`config.mk`:
```
export PLATFORM = sky130hd
export DESIGN_NAME = ddcnm_top
export DESIGN_NICKNAME = d
export VERILOG_FILES = /design/src/inc/ddcnm_pkg.sv /design/src/inc/ddcnm_stream_if.sv /design/src/hdl/ddcnm_pair_buf.sv /design/src/hdl/ddcnm_top.sv
export SDC_FILE = /design/constraint.sdc
export NUM_CORES = 2
export LEC_CHECK = 0
export BUFFER_PORTS_ARGS = -buffer_cell sky130_fd_sc_hd__buf_2
export CAP_MARGIN = 10
export CORE_MARGIN = 3
export CORE_UTILIZATION = 35
export DETAILED_ROUTE_END_ITERATION = 8
export PLACE_DENSITY_LB_ADDON = 0.2
export SKIP_LAST_GASP = 1
export SLEW_MARGIN = 25
export SYNTH_ARGS = -nofsm -noshare
export SYNTH_HDL_FRONTEND = slang
export SYNTH_HIERARCHICAL = 1
export SYNTH_SLANG_ARGS = --single-unit
```
`constraint.sdc`:
```
create_clock -name pclk -period 22.2 [get_ports pclk]
set_input_delay 1.11 -clock pclk [delete_from_list [all_inputs] [get_ports pclk]]
set_output_delay 1.11 -clock pclk [all_outputs]
set_load 0.005 [all_outputs]
```
`src/inc/ddcnm_pkg.sv`:
```
package ddcnm_pkg;
    // preset structure
    localparam int unsigned N_PRESETS = 8;
    localparam int unsigned IDX_W = 3;
    // apb geometry: byte address is four times the index
    localparam int unsigned ADDR_W = 14;
    localparam int unsigned BYTE_SHIFT = 2;
    localparam int unsigned REG_IDX_W = 12;
    // register indices
    localparam logic [11:0] IDX_GAIN_A = 12'h022;
    localparam logic [11:0] IDX_GAIN_B = 12'h023;
    localparam logic [11:0] IDX_OFFS_A = 12'h025;
    localparam logic [11:0] IDX_OFFS_B = 12'h026;
    localparam logic [11:0] IDX_SRC_CFG = 12'h20C;
    localparam logic [11:0] IDX_SEL = 12'h20D;
    localparam logic [11:0] IDX_FREQ_BASE = 12'h100;
    localparam logic [11:0] IDX_FREQ_END = 12'h108;
    localparam logic [11:0] IDX_PHASE_BASE = 12'h108;
    localparam logic [11:0] IDX_PHASE_END = 12'h110;
    localparam logic [11:0] IDX_RDIV = 12'h110;
    localparam logic [11:0] IDX_CTRL = 12'h111;
    localparam logic [11:0] IDX_STATUS = 12'h112;
    // field positions
    localparam int unsigned SRC_BIT = 0;
    localparam int unsigned CTRL_PD_BIT = 0;
    localparam int unsigned CTRL_RAT_BIT = 1;
    localparam int unsigned CTRL_BGCAL_BIT = 2;
    localparam int unsigned CTRL_W = 3;
    localparam int unsigned TRIM_W = 8;
    localparam int unsigned PHASE_W = 16;
    // reset values
    localparam logic [7:0] TRIM_RST = 8'h80;
    localparam logic [2:0] CTRL_RST = 3'h0;
    localparam logic [15:0] RDIV_RST = 16'h0001;
    // rational mode arithmetic
    localparam int unsigned RDIV_W = 16;
    localparam int unsigned STEP_SHIFT = 7;
    localparam int unsigned FRAC_SHIFT = 25;
    localparam int unsigned RACC_W = RDIV_W + STEP_SHIFT;
    localparam int unsigned SCALE_W = FRAC_SHIFT + 1;
    localparam logic [25:0] SCALE_RST = 26'h200_0000;
    localparam logic [4:0] DIV_STEPS = 5'h19;
    // sine generator
    localparam int unsigned TRIG_W = 8;
    localparam int unsigned LUT_W = 4;
    localparam logic [3:0] QUARTER = 4'h4;

    typedef enum logic [1:0] {
        DDCNM_DIV_IDLE = 2'b01,
        DDCNM_DIV_RUN = 2'b10
    } ddcnm_div_state_t;
endpackage

```
`src/inc/ddcnm_stream_if.sv`:
```
`timescale 1ns/1ps
// complex sample stream, valid/ready
interface ddcnm_stream_if #(parameter int unsigned W = 20);
    logic valid;
    logic ready;
    logic [W-1:0] i_data;
    logic [W-1:0] q_data;
    modport source(output valid, output i_data, output q_data, input ready);
    modport sink(input valid, input i_data, input q_data, output ready);
endinterface

```
`src/hdl/ddcnm_pair_buf.sv`:
```
`timescale 1ns/1ps
module ddcnm_pair_buf #(parameter int unsigned W = 20) (
    input wire logic pclk,
    input wire logic presetn,
    input wire logic ce,
    input wire logic flush,
    ddcnm_stream_if.sink up,
    ddcnm_stream_if.source dn
);
    import ddcnm_pkg::*;

    // head entry feeds the outputs straight from a register
    logic [2*W-1:0] head_q, head_d, tail_q, tail_d;
    logic [1:0] count_q, count_d;
    logic in_rdy_q, in_rdy_d, out_vld_q, out_vld_d;
    logic push, pop;

    assign push = up.valid & in_rdy_q;
    assign pop = out_vld_q & dn.ready;

    // shift-style two entry queue
    always_comb begin
        head_d = head_q;
        tail_d = tail_q;
        count_d = count_q;
        if (flush) begin
            count_d = 2'd0;
        end else begin
            if (pop) begin
                head_d = tail_q;
            end
            if (push) begin
                if (count_q == 2'd0 || (pop && count_q == 2'd1)) begin
                    head_d = {up.i_data, up.q_data};
                end else begin
                    tail_d = {up.i_data, up.q_data};
                end
            end
            count_d = count_q + 2'(push) - 2'(pop);
        end
        in_rdy_d = (count_d != 2'd2);
        out_vld_d = (count_d != 2'd0);
    end

    always_ff @(posedge pclk or negedge presetn) begin
        if (!presetn) begin
            head_q <= '0;
            tail_q <= '0;
            count_q <= 2'd0;
            in_rdy_q <= 1'b0;
            out_vld_q <= 1'b0;
        end else if (ce) begin
            head_q <= head_d;
            tail_q <= tail_d;
            count_q <= count_d;
            in_rdy_q <= in_rdy_d;
            out_vld_q <= out_vld_d;
        end
    end

    assign up.ready = in_rdy_q;
    assign dn.valid = out_vld_q;
    assign dn.i_data = head_q[2*W-1:W];
    assign dn.q_data = head_q[W-1:0];
endmodule // ddcnm_pair_buf

```
`src/hdl/ddcnm_top.sv`:
```
`timescale 1ns/1ps
// Notes on behaviour
// - eight presets, each accumulator running unless powered down
// - three-bit preset index register field
// - config bit0 picks pins or register
// - 32-bit word added per clock
// - 16-bit offset added in upper half
// - sample times complex exponential gives I/Q
// - rational mode wraps at 128 times divisor
// - power-down disables all serial outputs
// - full-scale trim from two registers
// - offset trim ignored under background calibration
module ddcnm_top #(parameter int unsigned SAMPLE_W = 12) (
    input wire logic pclk,
    input wire logic presetn,
    input wire logic ce,
    input wire logic psel,
    input wire logic penable,
    input wire logic pwrite,
    input wire logic [ddcnm_pkg::ADDR_W-1:0] paddr,
    input wire logic [31:0] pwdata,
    output logic pready,
    output logic [31:0] prdata,
    output logic pslverr,
    input wire logic [ddcnm_pkg::IDX_W-1:0] preset_select_pins,
    input wire logic [SAMPLE_W-1:0] adc_sample,
    input wire logic adc_valid,
    output logic adc_ready,
    output logic out_valid,
    input wire logic out_ready,
    output logic [SAMPLE_W+ddcnm_pkg::TRIG_W-1:0] out_i,
    output logic [SAMPLE_W+ddcnm_pkg::TRIG_W-1:0] out_q,
    output logic serial_drive_en,
    output logic [ddcnm_pkg::IDX_W-1:0] active_preset,
    output logic [2*ddcnm_pkg::TRIM_W-1:0] full_scale_trim,
    output logic [2*ddcnm_pkg::TRIM_W-1:0] input_offset_trim
);
    import ddcnm_pkg::*;

    localparam int unsigned OUT_W = SAMPLE_W + TRIG_W;

    // products are sized for sample widths up to 16 bits
    if (SAMPLE_W < 2 || SAMPLE_W > 16) begin : g_bad_width
        $error("ddcnm_top: SAMPLE_W must be 2..16");
    end

    // full-turn sine table, 16 points, amplitude 127
    function automatic logic signed [TRIG_W-1:0] sine_of(input logic [LUT_W-1:0] a);
        unique case (a)
            4'h0: sine_of = 8'sh00;
            4'h1: sine_of = 8'sh31;
            4'h2: sine_of = 8'sh5A;
            4'h3: sine_of = 8'sh75;
            4'h4: sine_of = 8'sh7F;
            4'h5: sine_of = 8'sh75;
            4'h6: sine_of = 8'sh5A;
            4'h7: sine_of = 8'sh31;
            4'h8: sine_of = 8'sh00;
            4'h9: sine_of = 8'shCF;
            4'hA: sine_of = 8'shA6;
            4'hB: sine_of = 8'sh8B;
            4'hC: sine_of = 8'sh81;
            4'hD: sine_of = 8'sh8B;
            4'hE: sine_of = 8'shA6;
            4'hF: sine_of = 8'shCF;
        endcase
    endfunction

    // aligned and inside the map
    function automatic logic addr_ok(input logic [ADDR_W-1:0] a);
        logic [REG_IDX_W-1:0] i;
        i = a[ADDR_W-1:BYTE_SHIFT];
        addr_ok = (a[BYTE_SHIFT-1:0] == '0) &&
            (i == IDX_GAIN_A || i == IDX_GAIN_B || i == IDX_OFFS_A || i == IDX_OFFS_B ||
             i == IDX_SRC_CFG || i == IDX_SEL || i == IDX_RDIV || i == IDX_CTRL ||
             i == IDX_STATUS || (i >= IDX_FREQ_BASE && i < IDX_PHASE_END));
    endfunction

    // register file over apb
    logic [TRIM_W-1:0] gain_a_q, gain_a_d, gain_b_q, gain_b_d;
    logic [TRIM_W-1:0] offs_a_q, offs_a_d, offs_b_q, offs_b_d;
    logic src_q, src_d;
    logic [IDX_W-1:0] sel_q, sel_d;
    logic [31:0] freq_q [N_PRESETS];
    logic [31:0] freq_d [N_PRESETS];
    logic [PHASE_W-1:0] phoff_q [N_PRESETS];
    logic [PHASE_W-1:0] phoff_d [N_PRESETS];
    logic [RDIV_W-1:0] rdiv_q, rdiv_d;
    logic [CTRL_W-1:0] ctrl_q, ctrl_d;
    logic pready_q, pready_d, pslverr_q, pslverr_d;
    logic [31:0] prdata_q, prdata_d;
    logic [REG_IDX_W-1:0] idx;
    logic setup, done, wr_ok, rdiv_wr;
    logic div_busy, pd, rat_on;
    logic [IDX_W-1:0] act_idx;

    assign idx = paddr[ADDR_W-1:BYTE_SHIFT];
    // no wait state: pready rises in the first access cycle
    assign setup = psel & ~penable & ~pready_q;
    assign done = psel & penable & pready_q;
    assign wr_ok = done & pwrite & addr_ok(paddr);
    assign rdiv_wr = wr_ok & (idx == IDX_RDIV);

    always_comb begin
        gain_a_d = gain_a_q;
        gain_b_d = gain_b_q;
        offs_a_d = offs_a_q;
        offs_b_d = offs_b_q;
        src_d = src_q;
        sel_d = sel_q;
        freq_d = freq_q;
        phoff_d = phoff_q;
        rdiv_d = rdiv_q;
        ctrl_d = ctrl_q;
        pready_d = setup;
        pslverr_d = setup & ~addr_ok(paddr);
        prdata_d = prdata_q;
        if (setup) begin
            prdata_d = '0;
            if (!pwrite && addr_ok(paddr)) begin
                if (idx >= IDX_FREQ_BASE && idx < IDX_FREQ_END) begin
                    prdata_d = freq_q[idx[IDX_W-1:0]];
                end else if (idx >= IDX_PHASE_BASE && idx < IDX_PHASE_END) begin
                    prdata_d[PHASE_W-1:0] = phoff_q[idx[IDX_W-1:0]];
                end else begin
                    case (idx)
                        IDX_GAIN_A: prdata_d[TRIM_W-1:0] = gain_a_q;
                        IDX_GAIN_B: prdata_d[TRIM_W-1:0] = gain_b_q;
                        IDX_OFFS_A: prdata_d[TRIM_W-1:0] = offs_a_q;
                        IDX_OFFS_B: prdata_d[TRIM_W-1:0] = offs_b_q;
                        IDX_SRC_CFG: prdata_d[SRC_BIT] = src_q;
                        IDX_SEL: prdata_d[IDX_W-1:0] = sel_q;
                        IDX_RDIV: prdata_d[RDIV_W-1:0] = rdiv_q;
                        IDX_CTRL: prdata_d[CTRL_W-1:0] = ctrl_q;
                        // live status: pd, rational, busy, index
                        IDX_STATUS: prdata_d[IDX_W+2:0] = {pd, rat_on, div_busy, act_idx};
                        default: ;
                    endcase
                end
            end
        end
        // writes land only at the completing edge
        if (wr_ok) begin
            if (idx >= IDX_FREQ_BASE && idx < IDX_FREQ_END) begin
                freq_d[idx[IDX_W-1:0]] = pwdata;
            end else if (idx >= IDX_PHASE_BASE && idx < IDX_PHASE_END) begin
                phoff_d[idx[IDX_W-1:0]] = pwdata[PHASE_W-1:0];
            end else begin
                case (idx)
                    IDX_GAIN_A: gain_a_d = pwdata[TRIM_W-1:0];
                    IDX_GAIN_B: gain_b_d = pwdata[TRIM_W-1:0];
                    IDX_OFFS_A: offs_a_d = pwdata[TRIM_W-1:0];
                    IDX_OFFS_B: offs_b_d = pwdata[TRIM_W-1:0];
                    IDX_SRC_CFG: src_d = pwdata[SRC_BIT];
                    IDX_SEL: sel_d = pwdata[IDX_W-1:0];
                    IDX_RDIV: rdiv_d = pwdata[RDIV_W-1:0];
                    IDX_CTRL: ctrl_d = pwdata[CTRL_W-1:0];
                    default: ;
                endcase
            end
        end
    end

    always_ff @(posedge pclk or negedge presetn) begin
        if (!presetn) begin
            gain_a_q <= TRIM_RST;
            gain_b_q <= TRIM_RST;
            offs_a_q <= TRIM_RST;
            offs_b_q <= TRIM_RST;
            src_q <= 1'b0;
            sel_q <= '0;
            freq_q <= '{default: '0};
            phoff_q <= '{default: '0};
            rdiv_q <= RDIV_RST;
            ctrl_q <= CTRL_RST;
            pready_q <= 1'b0;
            pslverr_q <= 1'b0;
            prdata_q <= '0;
        end else if (ce) begin
            gain_a_q <= gain_a_d;
            gain_b_q <= gain_b_d;
            offs_a_q <= offs_a_d;
            offs_b_q <= offs_b_d;
            src_q <= src_d;
            sel_q <= sel_d;
            freq_q <= freq_d;
            phoff_q <= phoff_d;
            rdiv_q <= rdiv_d;
            ctrl_q <= ctrl_d;
            pready_q <= pready_d;
            pslverr_q <= pslverr_d;
            prdata_q <= prdata_d;
        end
    end

    assign pd = ctrl_q[CTRL_PD_BIT];
    // a zero divisor has no modulus, so basic mode is used
    assign rat_on = ctrl_q[CTRL_RAT_BIT] & (rdiv_q != '0);

    // scale divider: floor(2^25 / divisor)
    ddcnm_div_state_t dst_q, dst_d;
    logic [4:0] dcnt_q, dcnt_d;
    logic [RDIV_W-1:0] rem_q, rem_d;
    logic [SCALE_W-1:0] quo_q, quo_d, scale_q, scale_d;
    logic [RDIV_W:0] trial;

    // restoring division, a bit per clock; a new write restarts it
    always_comb begin
        dst_d = dst_q;
        dcnt_d = dcnt_q;
        rem_d = rem_q;
        quo_d = quo_q;
        scale_d = scale_q;
        trial = {rem_q, dcnt_q == DIV_STEPS};
        unique case (dst_q)
            DDCNM_DIV_IDLE: begin
                if (rdiv_wr) begin
                    dst_d = DDCNM_DIV_RUN;
                    dcnt_d = DIV_STEPS;
                    rem_d = '0;
                    quo_d = '0;
                end
            end
            DDCNM_DIV_RUN: begin
                if (trial >= {1'b0, rdiv_q}) begin
                    rem_d = RDIV_W'(trial - {1'b0, rdiv_q});
                    quo_d = {quo_q[SCALE_W-2:0], 1'b1};
                end else begin
                    rem_d = trial[RDIV_W-1:0];
                    quo_d = {quo_q[SCALE_W-2:0], 1'b0};
                end
                dcnt_d = dcnt_q - 5'd1;
                if (dcnt_q == '0) begin
                    scale_d = quo_d;
                    dst_d = DDCNM_DIV_IDLE;
                end
                if (rdiv_wr) begin
                    dcnt_d = DIV_STEPS;
                    rem_d = '0;
                    quo_d = '0;
                    dst_d = DDCNM_DIV_RUN;
                end
            end
            default: dst_d = DDCNM_DIV_IDLE;
        endcase
    end

    always_ff @(posedge pclk or negedge presetn) begin
        if (!presetn) begin
            dst_q <= DDCNM_DIV_IDLE;
            dcnt_q <= '0;
            rem_q <= '0;
            quo_q <= '0;
            scale_q <= SCALE_RST;
        end else if (ce) begin
            dst_q <= dst_d;
            dcnt_q <= dcnt_d;
            rem_q <= rem_d;
            quo_q <= quo_d;
            scale_q <= scale_d;
        end
    end

    assign div_busy = (dst_q == DDCNM_DIV_RUN);

    // oscillator, mixer outputs
    logic [IDX_W-1:0] pin_s1_q, pin_s2_q, act_q;
    logic [31:0] acc_q [N_PRESETS];
    logic [31:0] acc_d [N_PRESETS];
    logic [RACC_W-1:0] modulus;
    logic [RACC_W+SCALE_W-1:0] rat_prod;
    logic [31:0] acc_act, phase;
    logic signed [TRIG_W-1:0] cos_q, cos_d, sin_q, sin_d;
    logic [2*TRIM_W-1:0] gtrim_q, gtrim_d, otrim_q, otrim_d;
    logic drv_q;

    // source of the active index
    assign act_idx = src_q ? sel_q : pin_s2_q;
    assign modulus = {rdiv_q, {STEP_SHIFT{1'b0}}};

    // every preset steps each clock, selected or not; power-down holds all at zero
    always_comb begin
        for (int k = 0; k < N_PRESETS; k++) begin
            acc_d[k] = acc_q[k] + freq_q[k];
            if (rat_on) begin
                // step count wraps exactly at 128 x divisor
                if ((acc_q[k] + freq_q[k]) >= {{(32-RACC_W){1'b0}}, modulus}) begin
                    acc_d[k] = acc_q[k] + freq_q[k] - {{(32-RACC_W){1'b0}}, modulus};
                end
            end
            if (pd) begin
                acc_d[k] = '0;
            end
        end
    end

    // rational count rescaled to a full turn before the offset
    assign acc_act = acc_q[act_idx];
    assign rat_prod = acc_act[RACC_W-1:0] * scale_q;
    assign phase = (rat_on ? rat_prod[31:0] : acc_act) +
                   {phoff_q[act_idx], {(32-PHASE_W){1'b0}}};

    always_comb begin
        cos_d = sine_of(phase[31:32-LUT_W] + QUARTER);
        sin_d = sine_of(phase[31:32-LUT_W]);
        gtrim_d = {gain_b_q, gain_a_q};
        // background calibration owns the offset
        otrim_d = ctrl_q[CTRL_BGCAL_BIT] ? '0 : {offs_b_q, offs_a_q};
    end

    always_ff @(posedge pclk or negedge presetn) begin
        if (!presetn) begin
            pin_s1_q <= '0;
            pin_s2_q <= '0;
            act_q <= '0;
            acc_q <= '{default: '0};
            cos_q <= '0;
            sin_q <= '0;
            gtrim_q <= '0;
            otrim_q <= '0;
            drv_q <= 1'b0;
        end else if (ce) begin
            pin_s1_q <= preset_select_pins;
            pin_s2_q <= pin_s1_q;
            act_q <= act_idx;
            acc_q <= acc_d;
            cos_q <= cos_d;
            sin_q <= sin_d;
            gtrim_q <= gtrim_d;
            otrim_q <= otrim_d;
            drv_q <= ~pd;
        end
    end

    // mixer feeds the buffer, whose ready stalls the source
    ddcnm_stream_if #(.W(OUT_W)) up_if ();
    ddcnm_stream_if #(.W(OUT_W)) dn_if ();

    assign up_if.valid = adc_valid & ~pd;
    assign up_if.i_data = OUT_W'($signed(adc_sample) * cos_q);
    assign up_if.q_data = OUT_W'($signed(adc_sample) * sin_q);
    assign dn_if.ready = out_ready;

    // power-down empties the buffer: no stale word leaves
    ddcnm_pair_buf #(.W(OUT_W)) u_buf (
        .pclk(pclk),
        .presetn(presetn),
        .ce(ce),
        .flush(pd),
        .up(up_if.sink),
        .dn(dn_if.source)
    );

    assign pready = pready_q;
    assign prdata = prdata_q;
    assign pslverr = pslverr_q;
    assign adc_ready = up_if.ready;
    assign out_valid = dn_if.valid;
    assign out_i = dn_if.i_data;
    assign out_q = dn_if.q_data;
    assign serial_drive_en = drv_q;
    assign active_preset = act_q;
    assign full_scale_trim = gtrim_q;
    assign input_offset_trim = otrim_q;
endmodule // ddcnm_top

```
Yosys cells after proc, flatten, opt, wreduce, memory -nomap -nowiden
Memory sizes are Yosys's and may differ from the RTL's. A register that Yosys moved wholly into a read port is not among the register bits.
Cells that the tools add are included.

storage, ports and cells
  bits in registers = 929
  ROM bits = 256
  output and inout bits = 112
  memories = 2

cells by class
  add/subtract/negate cells = 22
  multipliers = 3
  magnitude comparators = 16
  equality and inequality tests = 16
  mux-type cells = 73
  bitwise logic cells = 21
  reductions and logical operators = 42

memory list
  name             words  bits a word  read ports  clocked after memory_dff  wr ports  RTL line         source
  (no name shown)  16     8            1           1                         0         ddcnm_top.sv:49  unique case (a)
  (no name shown)  16     8            1           1                         0         ddcnm_top.sv:49

operators with widths
  operator                                                                       number
  32-bit two-way mux                                                             31
  32-bit adder                                                                   9
  256-bit bitwise mux                                                            1
  32-bit by 23-bit >= comparator with 1-bit output                               8
  32-bit by 23-bit subtractor with 32-bit output                                 8
  32-bit binary-select mux with 3-bit select                                     2
  16-bit two-way mux                                                             12
  128-bit bitwise mux                                                            1
  40-bit two-way mux                                                             3
  16-bit binary-select mux with 3-bit select                                     2
  32-bit demux with 3-bit select                                                 1
  25-bit two-way mux                                                             2
  25-bit one-hot mux with 2 select lines                                         1
  16-bit demux with 3-bit select                                                 1
  12-bit by 6-bit == test with 1-bit output, second input constant               4
  12-bit by 8-bit multiplier with 20-bit output                                  2
  5-bit AND reduction                                                            8
  12-bit by 9-bit == test with 1-bit output, second input constant               3
  23-bit by 26-bit multiplier with 32-bit output                                 1
  16-bit one-hot mux with 2 select lines                                         1
  12-bit by 10-bit == test with 1-bit output, second input constant              2
  12-bit by 9-bit >= comparator with 1-bit output, second input constant         2
  12-bit by 9-bit less-than comparator with 1-bit output, second input constant  2
  3-bit one-hot mux with 6 select lines                                          1
  other kinds (36)                                                               85

Depth between registers and ports, before layout
  depth after elaboration = 15
  mapped depth = 55

Hierarchy
Netlist, hierarchy kept.

by module, submodules not included
  module          instances  cells an instance  area an instance (um^2)
  ddcnm_top       1          8237               81509.4
  ddcnm_pair_buf  1          334                4159.0

Worst setup path before layout
OpenSTA, ideal clock, no wires.

  path type = register to register
  from = register src_q
  to = register cos_q[6]
  library setup time = 0.125 ns
  arrival time = 11.315 ns
  slack = 10.761 ns
  stages on the path, launching flop included = 51
  path buffers = 5
  clock period less this slack = 11.439 ns
  cells stage by stage = dfrtp_1 buf_4 mux2i_4 buf_2 buf_1 mux4_2 mux2i_1 clkbuf_1 nor2_1 fa_1 fa_1 inv_1 fa_1 fa_1 fa_1 inv_1 fa_1 inv_1 [15 not listed] nor2_1 a31oi_1 ha_1 a21o_1 a21oi_1 nor2b_1 o21ai_0 nand2b_1 a21oi_1 o21ai_0 o21a_1 nor2_1 clkbuf_1 inv_1 ha_1 o211ai_1 o21ai_1 mux2_2

on the way
  cells in the longest elaborated chain, start to end = 9
  elaborated cells between the ends (all ways) = 12
  classes of those cells = add/sub: 2; mul: 1; mux: 8; bitwise: 1

RTL lines
  item                                                      RTL line                            source
  from (decl)                                               ddcnm_top.sv:82                     logic src_q, src_d;
  from (signal assigned)                                    ddcnm_top.sv:184                    src_q <= src_d;
  3-bit two-way mux *                                       ddcnm_top.sv:278                    assign act_idx = src_q ? sel_q : pin_s2_q;
  3-bit inverter with 4-bit output (implied by the code) *  ddcnm_top.sv:298, ddcnm_top.sv:301
  32-bit binary-select mux with 3-bit select                ddcnm_top.sv:298                    assign acc_act = acc_q[act_idx];
  32-bit two-way mux (implied by the code) (2 in a row)     ddcnm_top.sv:298
  23-bit by 26-bit multiplier with 32-bit output            ddcnm_top.sv:299                    assign rat_prod = acc_act[RACC_W-1:0] * scale_q;
  32-bit two-way mux                                        ddcnm_top.sv:300                    assign phase = (rat_on ? rat_prod[31:0] : acc_act) +
  32-bit adder *                                            ddcnm_top.sv:300
  4-bit by 3-bit adder with 4-bit output *                  ddcnm_top.sv:304                    cos_d = sine_of(phase[31:32-LUT_W] + QUARTER);
  to (decl)                                                 ddcnm_top.sv:273                    logic signed [TRIG_W-1:0] cos_q, cos_d, sin_q, sin_d;

Every way passes the cells marked *; elsewhere a longest branch is shown, timed or not. The select of a mux whose other input is x is not followed.
A chain may end at the register's enable or synchronous reset.

Worst setup path in the final report
  from = register src_q
  to = register sin_q[1]

on the way
  cells in the longest elaborated chain, start to end = 8
  elaborated cells between the ends (all ways) = 11
  classes of those cells = add/sub: 1; mul: 1; mux: 8; bitwise: 1

RTL lines
  item                                                      RTL line
  3-bit two-way mux *                                       ddcnm_top.sv:278
  3-bit inverter with 4-bit output (implied by the code) *  ddcnm_top.sv:298, ddcnm_top.sv:301
  32-bit binary-select mux with 3-bit select                ddcnm_top.sv:298
  32-bit two-way mux (implied by the code) (2 in a row)     ddcnm_top.sv:298
  23-bit by 26-bit multiplier with 32-bit output            ddcnm_top.sv:299
  32-bit two-way mux                                        ddcnm_top.sv:300
  32-bit adder *                                            ddcnm_top.sv:300
  to (decl)                                                 ddcnm_top.sv:273

Marked as above.

==> flow_summary.ini <==
[yosys]
yosys.cell_types.count = 109
yosys_warnings = 6
synth_ff_type = dfrtp_1
seq_area_frac_synth_pct = 27.61
synth_area_um2 = 85670
synth_edf_count = 0
syn-num-nets = 9769
syn_avg_cell_area_um2 = 9.995
syn_inst = 8571
synthArstFlopShare_pct = 100.0
synth-seq-cells = 945

[critical_path]
cpLargestDelayFamily = adder cells
cp-end-kind = flip-flop
cp_slowest_cell = dfrtp_1
crit_fanout = 33
worst-r2r-cell-count = 46
timing_worst_setup_path_type = reg2reg
cp.required_ps = 22830
reg2reg_slack_ps = 8500
critPathMaxStageDelay_ps = 830
crit_arrival_ps = 14330
crit_path_start = src_q$_DFFE_PN0P_
path_depth = 46
worst-path-buf-inv = 5
startpoint_type = flip-flop
timing.rr.start = src_q$_DFFE_PN0P_
cp_common_cell = fa_1

[die]
fp.dieH_um = 500.7
die-area_um2 = 250700
die_w_um = 500.7
coreArea_um2 = 242100
initial_utilization_pct = 35.38
io_pins = 181
fp-row-count = 180

[placement]
gp_congestion = 0.9878
hpwl_um = 242600
io_buffers = 180

[clock_tree]
htree_levels = 3
post_cts_buffers = 0
cts.path.max_buffers = 3
clock-sinks = 945
cts_tree = yes
cts-resized-gates = 0
cts_hold_buffers = 0
clkLatencyLatePin_ps = 800
cts_inserted_buffers = 113
cts-root-buf = clkbuf_16
clk_pin_slew_ps = 60

[drt]
drt_iter0_drc = 5540
ant_nets = 0
firstDrtPassIters = 6
drcViolationCount = 0
via_per_inst = 5.711
drt-total-wl_um = 315300
vias = 67780
wl_per_cell_um = 26.56

[status]
status = completed

[power]
comb_power_share_pct = 33.3
vdd_ir_drop_max_mv = 0.08851
seqPwrFrac_pct = 32.4
pwr-share-clk_pct = 34.3
p_sw_share_pct = 35.89
p_sw_mw = 2.071
p_int_mw = 3.698
powerDensity_nw_per_um2 = 61.34
p_leak_nw = 44.99

[grt]
grt_max_degree = 130
grt-ovfl-total = 0
grt_antenna_before_repair = 22
grt_pass1_wl_um = 460900
grt_use_total_pct = 24.68
grt_pass1_vias = 67870

[timing]
maxSlewHeadroom_pct = 25.95
layout_min_cycle_time_ps = 13700
rsz0062_at_grt = no
clock_skew_ps = 98.28
finalSetupViolCount = 0
fin_crit_sh_pct = 61.70
drv_slew = 0
worstMarginPinSlew_ps = 1102
finalSetupTns_ps = 0
maxClockFrequency_mhz = 73.01
final-hold-violation-count = 0

[layout]
drive_gt1_share_pct = 15.49
fillers = 23810
nNetsFinal = 9775
fin_util_pct = 38.85
syn_to_final_growth_pct = 9.781

[hold_path]
min_path_type = in2async

[run]
drv_cap = 0
[flip-flops by register name, indices dropped and copies added (netlist names), 5 cells and up]
name / count
phoff_q: 128
u_buf/head_q: 40
full_scale_trim: 16
offs_a_q: 8
freq_q: 256
dcnt_q: 5
scale_q: 26
quo_q: 25
rdiv_q: 16
offs_b_q: 8
cos_q: 8
prdata: 32
gain_b_q: 8
sin_q: 8
input_offset_trim: 16
acc_q: 256
gain_a_q: 8
u_buf/tail_q: 40
rem_q: 16
[per-layer routing]
metal | vias up | global-route usage (%) | part of all wire [%]
met4 | 4 | 9.674 | 4.4
met5 | - | 0 | 0.0086
met1 | 34810 | 33.85 | 43
met2 | 2320 | 38.85 | 45
li1 | 30200 | - | -
met3 | 456 | 4.088 | 7.2
[kinds of logic (layout without fill, tap and decap cells)]
kind of cell             count (synthesis)  after routing  share of synthesized area (%)
AND/OR/NAND/NOR                       2112           2112                          12.14
AO/OA/AOI/OAI                         1766           1766                          14.64
buffers and inverters                 1268           1369                          5.757
adder cells (fa/ha/maj)               1129           1129                          21.24
flip-flops                             945            945                          27.61
multiplexers                           893            893                          13.79
XOR/XNOR                               458            458                          4.821
other                                    0             11                              0
[metrics by stage]
step	instances	setup slack, ps	hold slack, ps	cell area (um2)	power [mW]
6_report	11870	8503	297.7	94050	5.769
5_1_grt	11860	7651	314.3	94020	6.127
4_1_cts	11860	8020	294.9	93970	5.837
3_5_place_dp	11650	8141	469.8	90080	3.830
3_3_place_gp	11650	8304	463.7	90060	3.802
2_1_floorplan	8571	10760	444.4	85670	3.213
[cells in the final DEF (no fill, tap or decap), types with 94 or more instances in the layout]
cell type    n
a21o_1     255
a21oi_1    432
a22o_1      94
and2_1     269
buf_2      175
buf_4      135
clkbuf_16  113
dfrtp_1    937
fa_1       542
ha_1       587
inv_1      843
mux2_2     493
mux2i_1    190
mux4_2     160
nand2_1    733
nand3_1    165
nor2_1     330
nor3_1     100
o21ai_0    253
o2bb2ai_1  141
xnor2_1    309
xor2_1     138
[worst reg2reg max path, delay by kind of cell (launching register included)]
family | cells | cell delay (ps)
fa+ha+maj | 9 | 4030
compound gates | 19 | 4000
mux | 4 | 2230
simple gates | 7 | 930
buf+inv | 5 | 830
flops | 1 | 830
xor+xnor | 2 | 730
[Yosys cell counts, types with 16 or more instances]
cell type | number | area (um2)
a211o_1 | 20 | 175.2
a211oi_1 | 45 | 337.8
a21boi_0 | 21 | 157.7
a21o_1 | 255 | 1914
a21oi_1 | 436 | 2182
a221o_1 | 22 | 220.2
a221oi_1 | 18 | 157.7
a22o_1 | 94 | 823.3
a22oi_1 | 25 | 187.7
a31oi_1 | 29 | 181.4
and2_1 | 269 | 1683
and3_1 | 92 | 575.6
buf_1 | 54 | 202.7
buf_2 | 22 | 110.1
clkbuf_1 | 323 | 1212
dfrtp_1 | 938 | 23470
fa_1 | 542 | 10850
ha_1 | 587 | 7345
inv_1 | 843 | 3164
mux2_2 | 493 | 5552
mux2_4 | 43 | 645.6
mux2i_1 | 193 | 1932
mux4_2 | 160 | 3603
nand2_1 | 743 | 2789
nand2b_1 | 84 | 525.5
nand3_1 | 165 | 825.8
nand4_1 | 68 | 425.4
nor2_1 | 336 | 1261
nor2b_1 | 81 | 506.7
nor3_1 | 100 | 500.5
nor3b_1 | 20 | 150.1
nor4_1 | 32 | 200.2
o211ai_1 | 31 | 232.7
o21a_1 | 44 | 330.3
o21ai_0 | 253 | 1266
o21bai_1 | 80 | 600.6
o221ai_2 | 40 | 600.6
o2bb2ai_1 | 141 | 1235
o311ai_0 | 24 | 210.2
o31ai_1 | 22 | 165.2
or2_2 | 16 | 100.1
or3_1 | 24 | 150.1
or4_1 | 18 | 135.1
xnor2_1 | 311 | 2724
xor2_1 | 138 | 1209
[path summary, 6_finish.rpt]
check | endpoint
worst max-delay path | sin_q[1]$_DFFE_PN0P_
worst min-delay path | u_buf/head_q[30]$_DFFE_PN0P_
worst max register to register | sin_q[1]$_DFFE_PN0P_
worst min register to register | serial_drive_en$_DFFE_PN0P_
max in group asynchronous | phoff_q[15]$_DFFE_PN0P_
min in group pclk | serial_drive_en$_DFFE_PN0P_
[power by group through the flow]
stage / clock network [mW] / registers, mW / logic, mW
finish: 1.98 / 1.87 / 1.92
global route: 2.08 / 1.88 / 2.16
CTS: 2.02 / 1.87 / 1.94
detailed placement: 0 / 1.90 / 1.93
global placement: 0 / 1.90 / 1.90
floorplan: 0 / 1.88 / 1.33
[cell type report]
class,instances,area (um2),share of cell area (%)
antenna,11,27.53,0.02927
timing repair buffer,315,1983,2.109
multi-input combinational,6358,57330,60.96
sequential,945,23660,25.16
clock buffer,159,3171,3.371
clock inverter,51,719.4,0.7650
tap,3185,3985,4.237
inverter,844,3176,3.377
(Power assumes the default switching activity.)
